File: src/rtl/kbcmd_cfg.svh
`ifndef KBCMD_CFG_SVH
`define KBCMD_CFG_SVH
// Command and answer codes
`define KBCMD_ACK        8'hfa
`define KBCMD_SET_LEDS   8'hed
`define KBCMD_READ_ID    8'hf2
`define KBCMD_SCAN_SET   8'hf0
`define KBCMD_TYPEMATIC  8'hf3
`define KBCMD_FIRST_CMD  8'hed
// Identification bytes: arbitrary values
`define KBCMD_ID0        8'h5a
`define KBCMD_ID1        8'h11
// Scan set codes
`define KBCMD_SET_QUERY  8'h00
`define KBCMD_SET_TWO    8'h02
`define KBCMD_SET_THREE  8'h03
// Lamp bit positions
`define KBCMD_LED_CAPS   2
`define KBCMD_LED_NUM    1
`define KBCMD_LED_SCROLL 0
// Reset values
`define KBCMD_LEDS_RST   3'h0
`define KBCMD_SET_RST    8'h02
`define KBCMD_TM_RST     8'h2b
// Register byte offsets
`define KBCMD_REG_RXDATA 4'h0
`define KBCMD_REG_TXDATA 4'h4
`define KBCMD_REG_STATUS 4'h8
`define KBCMD_REG_CTRL   4'hc
`endif

File: src/rtl/kbcmd_pkg.sv
package kbcmd_pkg;
   typedef enum logic [2:0] {
      KB_IDLE, KB_WAIT_TM, KB_WAIT_LED, KB_WAIT_SET
   } kbcmd_state_e;
   typedef struct packed {
      logic [7:0] data;
      logic       valid;
   } kbcmd_byte_s;
   typedef struct packed {
      kbcmd_state_e state;
      logic [2:0]   leds;
      logic [7:0]   scan_set;
      logic [7:0]   typematic;
      logic         scanning;
      logic         was_halted;
      logic [7:0]   q0;
      logic [7:0]   q1;
      logic [7:0]   q2;
      logic [1:0]   qcnt;
      logic [7:0]   rx_data;
      logic         rx_pend;
      logic         ack;
      logic [31:0]  rdat;
   } kbcmd_st_s;
endpackage : kbcmd_pkg

File: src/rtl/kbcmd_core.sv
// How it works
// - A valid typematic parameter byte is answered with the acknowledge code.
// - After the typematic byte, scanning restarts only if it was running when the command came.
// - The first lamp command byte stops scanning, sends the acknowledge code and waits for a second byte.
// - A second lamp byte of ED or above drops the lamp command, keeps the lamps and runs as a new command.
// - Otherwise the new lamp states come only from the three low bits of that byte.
// - A one lights a lamp and a zero darkens it: bit 2 caps, bit 1 num, bit 0 scroll, bits 7-3 unused.
// - A lamp byte is acknowledged, the lamps updated, and scanning resumed only if it ran before.
// - All three lamps are off by default.
// - The identification read answers the acknowledge code then two fixed identity bytes in order.
// - The identification read does not stop scanning: it keeps the state it had before.
// - The scan set command is acknowledged and an option byte is awaited.
// - The option byte is acknowledged before it is acted on.
// - Option zero reports the current scan set as 02 or 03.
// - Option 02 or 03 switches the active scan set.
//
// Our own choices: the placing of the registers and the Wishbone slave port.
`timescale 1ns/10ps
`include "kbcmd_cfg.svh"
module kbcmd_core
   import kbcmd_pkg::*;
(
   input  wire logic        clk_i,
   input  wire logic        rst_i,
   input  wire logic        cyc_i,
   input  wire logic        stb_i,
   input  wire logic        we_i,
   input  wire logic [3:0]  adr_i,
   input  wire logic [3:0]  sel_i,
   input  wire logic [31:0] dat_i,
   output logic      [31:0] dat_o,
   output logic             ack_o,
   output logic             caps_led_o,
   output logic             num_led_o,
   output logic             scroll_led_o,
   output logic             scan_en_o
);

   kbcmd_st_s   st;
   kbcmd_st_s   next_st;
   logic        req;
   logic        wr_rx;
   logic        rd_tx;
   kbcmd_byte_s cmd;

   // True for any byte the keyboard treats as a command
   function automatic logic is_cmd(input logic [7:0] b);
      return b >= `KBCMD_FIRST_CMD;
   endfunction : is_cmd

   ////////////////////////////////////////////////////////////////////////
   // Bus decode; one-cycle answer, ack dropped the cycle after
   assign req   = cyc_i && stb_i && !st.ack;
   assign wr_rx = req && we_i && sel_i[0] && adr_i == `KBCMD_REG_RXDATA;
   assign rd_tx = req && !we_i && adr_i == `KBCMD_REG_TXDATA;
   assign cmd.data  = st.rx_data;
   assign cmd.valid = st.rx_pend;

   ////////////////////////////////////////////////////////////////////////
   // Next state: command interpreter, reply queue and registers
   always_comb begin
      logic [7:0] pushv [0:2];
      logic [1:0] pushn;
      logic [1:0] qc;
      pushv[0] = 8'h00;
      pushv[1] = 8'h00;
      pushv[2] = 8'h00;
      pushn    = 2'h0;
      next_st  = st;
      next_st.ack  = req;
      next_st.rdat = 32'h0000_0000;
      // Pop the reply queue when software reads it
      qc = st.qcnt;
      if (rd_tx && st.qcnt != 2'h0) begin
         next_st.q0 = st.q1;
         next_st.q1 = st.q2;
         qc = st.qcnt - 2'h1;
      end
      if (cmd.valid) begin
         next_st.rx_pend = 1'b0;
         case (st.state)
            KB_WAIT_TM: begin
               // analog: a high byte aborts and is rerun as a command
               if (cmd.data[7]) begin
                  next_st.state = KB_IDLE;
                  next_st.rx_pend = 1'b1;
               end else begin
                  pushv[0] = `KBCMD_ACK;
                  pushn = 2'h1;
                  next_st.typematic = cmd.data;
                  next_st.scanning = !st.was_halted;
                  next_st.state = KB_IDLE;
               end
            end
            KB_WAIT_LED: begin
               if (is_cmd(cmd.data)) begin
                  next_st.state = KB_IDLE;
                  next_st.rx_pend = 1'b1;
                  next_st.scanning = !st.was_halted;
               end else begin
                  pushv[0] = `KBCMD_ACK;
                  pushn = 2'h1;
                  next_st.leds = cmd.data[2:0];
                  next_st.scanning = !st.was_halted;
                  next_st.state = KB_IDLE;
               end
            end
            KB_WAIT_SET: begin
               pushv[0] = `KBCMD_ACK;
               pushn = 2'h1;
               next_st.state = KB_IDLE;
               next_st.scanning = !st.was_halted;
               if (cmd.data == `KBCMD_SET_QUERY) begin
                  pushv[1] = st.scan_set;
                  pushn = 2'h2;
               end
               if (cmd.data == `KBCMD_SET_TWO || cmd.data == `KBCMD_SET_THREE) begin
                  next_st.scan_set = cmd.data;
               end
            end
            KB_IDLE: begin
               next_st.was_halted = !st.scanning;
               case (cmd.data)
                  `KBCMD_TYPEMATIC: begin
                     pushv[0] = `KBCMD_ACK;
                     pushn = 2'h1;
                     next_st.scanning = 1'b0;
                     next_st.state = KB_WAIT_TM;
                  end
                  `KBCMD_SET_LEDS: begin
                     pushv[0] = `KBCMD_ACK;
                     pushn = 2'h1;
                     next_st.scanning = 1'b0;
                     next_st.state = KB_WAIT_LED;
                  end
                  `KBCMD_READ_ID: begin
                     pushv[0] = `KBCMD_ACK;
                     pushv[1] = `KBCMD_ID0;
                     pushv[2] = `KBCMD_ID1;
                     pushn = 2'h3;
                     next_st.scanning = st.scanning;
                  end
                  `KBCMD_SCAN_SET: begin
                     pushv[0] = `KBCMD_ACK;
                     pushn = 2'h1;
                     next_st.scanning = 1'b0;
                     next_st.state = KB_WAIT_SET;
                  end
                  default: begin
                     // Other codes are ignored and get no reply
                     next_st.state = KB_IDLE;
                  end
               endcase
            end
            default: next_st.state = KB_IDLE;
         endcase
      end
      // Append replies; queue holds three bytes, overflow drops newest
      for (int i = 0; i < 3; i++) begin
         if (2'(i) < pushn && qc != 2'h3) begin
            case (qc)
               2'h0: next_st.q0 = pushv[i];
               2'h1: next_st.q1 = pushv[i];
               default: next_st.q2 = pushv[i];
            endcase
            qc = qc + 2'h1;
         end
      end
      next_st.qcnt = qc;
      // Host byte written by software; ignored while one is pending
      if (wr_rx && !st.rx_pend) begin
         next_st.rx_data = dat_i[7:0];
         next_st.rx_pend = 1'b1;
      end
      // Control register: bit 0 scanning enable
      if (req && we_i && sel_i[0] && adr_i == `KBCMD_REG_CTRL && st.state == KB_IDLE) begin
         next_st.scanning = dat_i[0];
      end
      // Read data
      if (req && !we_i) begin
         case (adr_i)
            `KBCMD_REG_RXDATA: next_st.rdat = {24'h0, st.rx_data};
            `KBCMD_REG_TXDATA: next_st.rdat = {22'h0, st.qcnt, st.q0};
            `KBCMD_REG_STATUS: next_st.rdat = {13'h0, st.leds, st.scan_set, st.typematic};
            // Bit 3 flags any non-idle state; a plain width cast would only keep the low state bit
            `KBCMD_REG_CTRL:   next_st.rdat = {28'h0, st.state != KB_IDLE, st.rx_pend, st.was_halted, st.scanning};
            default:           next_st.rdat = 32'h0000_0000;
         endcase
      end
   end

   ////////////////////////////////////////////////////////////////////////
   // State register; lamps off after reset
   always_ff @(posedge clk_i) begin
      if (rst_i) begin
         st            <= '0;
         st.state      <= KB_IDLE;
         st.leds       <= `KBCMD_LEDS_RST;
         st.scan_set   <= `KBCMD_SET_RST;
         st.typematic  <= `KBCMD_TM_RST;
         st.scanning   <= 1'b1;
      end else begin
         st <= next_st;
      end
   end

   // Outputs straight from flip-flops
   // lamp bit mapping
   assign caps_led_o   = st.leds[`KBCMD_LED_CAPS];
   assign num_led_o    = st.leds[`KBCMD_LED_NUM];
   assign scroll_led_o = st.leds[`KBCMD_LED_SCROLL];
   assign scan_en_o    = st.scanning;
   assign dat_o        = st.rdat;
   assign ack_o        = st.ack;
endmodule : kbcmd_core

File: config.mk
export PLATFORM = sky130hd
export DESIGN_NAME = kbcmd_core
export DESIGN_NICKNAME = d
export VERILOG_FILES = /design/src/rtl/kbcmd_pkg.sv /design/src/rtl/kbcmd_core.sv
export VERILOG_INCLUDE_DIRS = /design/src /design/src/rtl
export SDC_FILE = /design/constraint.sdc
export NUM_CORES = 1
export LEC_CHECK = 0
export ABC_CLOCK_PERIOD_IN_PS = 3300
export BUFFER_PORTS_ARGS = -buffer_cell sky130_fd_sc_hd__buf_2
export CAP_MARGIN = 5
export CORE_MARGIN = 4
export CORE_UTILIZATION = 55
export DETAILED_ROUTE_END_ITERATION = 8
export GPL_TIMING_DRIVEN = 0
export PLACE_DENSITY = 0.87
export SYNTH_ARGS = -nofsm -noshare
export SYNTH_HDL_FRONTEND = slang
export SYNTH_SLANG_ARGS = --single-unit
File: constraint.sdc
create_clock -name clk_i -period 3.3 [get_ports clk_i]
set_input_delay 0 -clock clk_i [delete_from_list [all_inputs] [get_ports clk_i]]
set_output_delay 0 -clock clk_i [all_outputs]
set_load 0.05 [all_outputs]
==> metrics.md <==
| Metric | Value |
|---|---|
| Outcome | finished clean |
| IO Port Bufs | 40 |
| Peak supply drop | 0.2652 mV |
| Detailed Routing Iterations Pass 1 | 5 |
| Vias | 3741 |
| Post-synth cell types | 68 |
| H-tree depth | 3 |
| Initial antenna violation count | 0 |
| Share of the clock period used by the worst path | 93.01% |
| Syn avg cell area | 8.719 um2 |
| Slew Viols, Final | 0 |
| # hold bufs at CTS | 10 |
| Hold path cells | 4 |
| Mapped Cells | 475 |
| Clk_lat worst skew | 0.36 ns |
| Layout Utilization | 65.87% |
| Max Fanout on Critical Path | 10 |
| CP max stage cell | nor2b_1 |
| Root Buffer Master | clkbuf_8 |
| RSZ-0062 raised after global routing | no |
| Yosys warnings | 0 |
| Nets | 601 |
| Worst Max-Slew Pin Slew | 0.6956 ns |
| Final min period | 3.069 ns |
| Slew Limit Headroom | 53.42% |
| Routed WL | 10510 um |
| WL/cell | 16.12 um |
| Top FF cell, synth | dfxtp_1 |
| Setup TNS | 0 ns |
| Worst path arrival time | 3.34 ns |
| Synthesized flop and latch total | 77 |
| Reg-to-reg setup timing slack | 0.23 ns |
| Total of max-cap violations | 0 |
| HP Class | in -> reg |
| Share of layout cells above drive strength 1 | 22.42% |
| Final hold viol count | 0 |
| Mean number of vias per cell | 5.738 |
| Skew final | 0.009856 ns |
| Antenna viol nets, final | 0 |
| Largest net degree at the start of global routing | 13 |
| Reg2Reg Depth | 12 |
| Hold path endpoint | scan_en_o |
| Seq/Total Area, Yosys | 37.22% |
| CTS sink cnt | 77 |
| Power per Cell Area | 365.1 nW/um2 |
| Die Wd | 94.78 um |
| Vias in the first global route | 3509 |
| Critical path type | reg -> reg |
| Congestion Overflow GR | 0 |
| Die Area | 8982 um2 |
| Die Y | 94.78 um |
| Layout area overhead | 15.98% |
| Placeable Area | 7292 um2 |
| Critical R2R Launch | st[42] |
| Fmax | 0.3258 GHz |
| Startpoint class of the critical path | flop |
| Initial cell density of the core | 56.79% |
| # fillers | 631 |
| Min-delay src | we_i |
| Most frequent cells in the layout | dfxtp_1 (77), nand2_1 (55), buf_2 (43), nor2_1 (42), buf_4 (34) |
| Data required time of the critical path | 3.57 ns |
| Initial DRC Count | 347 |
| Post-synth EDFFs | 0 |
| Row cnt | 31 |
| Cells along the critical path | inv_1, ha_1, and4bb_1, buf_6, mux2i_1, ha_1, nor2b_1, o21a_1, buf_6, xnor2_1, mux2_2, a211oi_2 |
| Clock buffer depth | 2 |
| Hpwl dp | 7767 um |
| CP endpoint kind | flop |
| Asr flop ratio synth | 0% |
| First-pass GRT wire length | 16970 um |
| Ant. Diodes | 0 |
| Commonest non-fill, non-tap cell in the layout | dfxtp_1 |
| CP peak stage delay | 0.37 ns |
| Cell area after synthesis | 4141 um2 |
| RePlAce Congestion | 0.9714 |
| CTS tree | done |
| I/O pin cnt | 82 |
| Total GRT Usage | 24.58% |
| CTS resizes | 0 |
| Clock transition at the registers of the reported paths | 0.08 ns |
| Reg2reg end | st[42] |
| DRC | 0 |
| Setup Buffers After CTS | 0 |
| Leak | 2.138 nW |
| CTS Buf Count | 9 |
| # setup viols final | 0 |
-- Yosys cell counts, drive strengths merged, types with 6 or more instances --
cell type / n / share of area [%]
buf: 46 / 8.2
inv: 6 / 0.54
ha: 8 / 2.4
a211oi: 20 / 4.0
o211ai: 6 / 1.1
nor2b: 12 / 2.0
nand2: 56 / 5.3
and2: 19 / 2.9
nor2: 42 / 3.8
nand3: 33 / 4.0
dfxtp: 77 / 37
mux2i: 24 / 5.8
a21o: 9 / 1.8
nand3b: 6 / 1.1
o21ai: 10 / 1.3
a21oi: 29 / 3.5
nand2b: 7 / 1.1
clkbuf: 12 / 1.1
nor3: 7 / 0.97
-- sequential cells by signal, summed over array words and instances (netlist names) --
signal	count
ack_o	1
scan_en_o	1
caps_led_o	1
st	44
dat_o	19
num_led_o	1
scroll_led_o	1
cmd	9
-- metal layers --
metal  global-route usage [%]  up-vias  share of wire [%]
met3                    5.896       40                8.2
met1                    30.36     1756                 41
li1                         -     1768                  -
met5                        0        -                  0
met4                    9.615        0                3.1
met2                    41.22      177                 48
-- logic make-up after synthesis --
family,Yosys count,share of synthesized area [%]
and+or+nand+nor,197,24.56
AOI/OAI and AO/OA,96,16.89
DFF,77,37.22
buffers and inverters,65,9.969
muxes,29,7.976
adders and majority gates,8,2.417
xor gates and xnor gates,2,0.8763
other,1,0.09055
-- how the worst max path moves through the flow --
stage / startpoint / to
6_report: st[42] / st[42]
5_1_grt: st[42] / st[42]
4_1_cts: st[42] / st[42]
3_5_place_dp: st[42] / st[42]
3_3_place_gp: st[42] / st[42]
2_1_floorplan: ack_o / st[42]
-- critical path: cells and delay by family, from the launching register on --
family	cells	cell delay, ns
buffers and inverters	3	0.44
flip-flops	1	0.36
multiplexers	2	0.52
XOR/XNOR	1	0.16
adder cells (fa/ha/maj)	2	0.44
AO/OA/AOI/OAI	2	0.43
AND/OR/NAND/NOR	2	0.64
-- metrics by stage --
stage                     power, mW  instances  setup slack, ns  area [um2]  hold slack (ns)
after floorplan               1.030        487           0.3869        4187           0.1303
after global placement        1.049        626           0.3734        4511           0.2274
after detailed placement      1.051        626           0.2783        4511           0.2421
after CTS                     1.758        652           0.2526        4803           0.1029
after global routing          1.800        652          0.06095        4803           0.1394
final                         1.754        652           0.2307        4803           0.1068
-- power breakdown --
group / internal (mW) / switching (mW)
clock network: 0.368 / 0.345
logic: 0.0402 / 0.0708
registers: 0.929 / 0.000764
total: 1.34 / 0.416
-- layout make-up --
type | count | area, um2 | share of cell area (%)
clock inverters | 4 | 47.55 | 0.9898
multi-input cells | 345 | 2232 | 46.47
plain buffers | 58 | 386.6 | 8.049
clock buffers | 12 | 145.1 | 3.022
well taps | 99 | 123.9 | 2.579
inverters | 7 | 26.28 | 0.5470
flip-flops and latches | 77 | 1541 | 32.09
repair buffers | 50 | 300.3 | 6.252
Power figures use the tool's default switching activity.
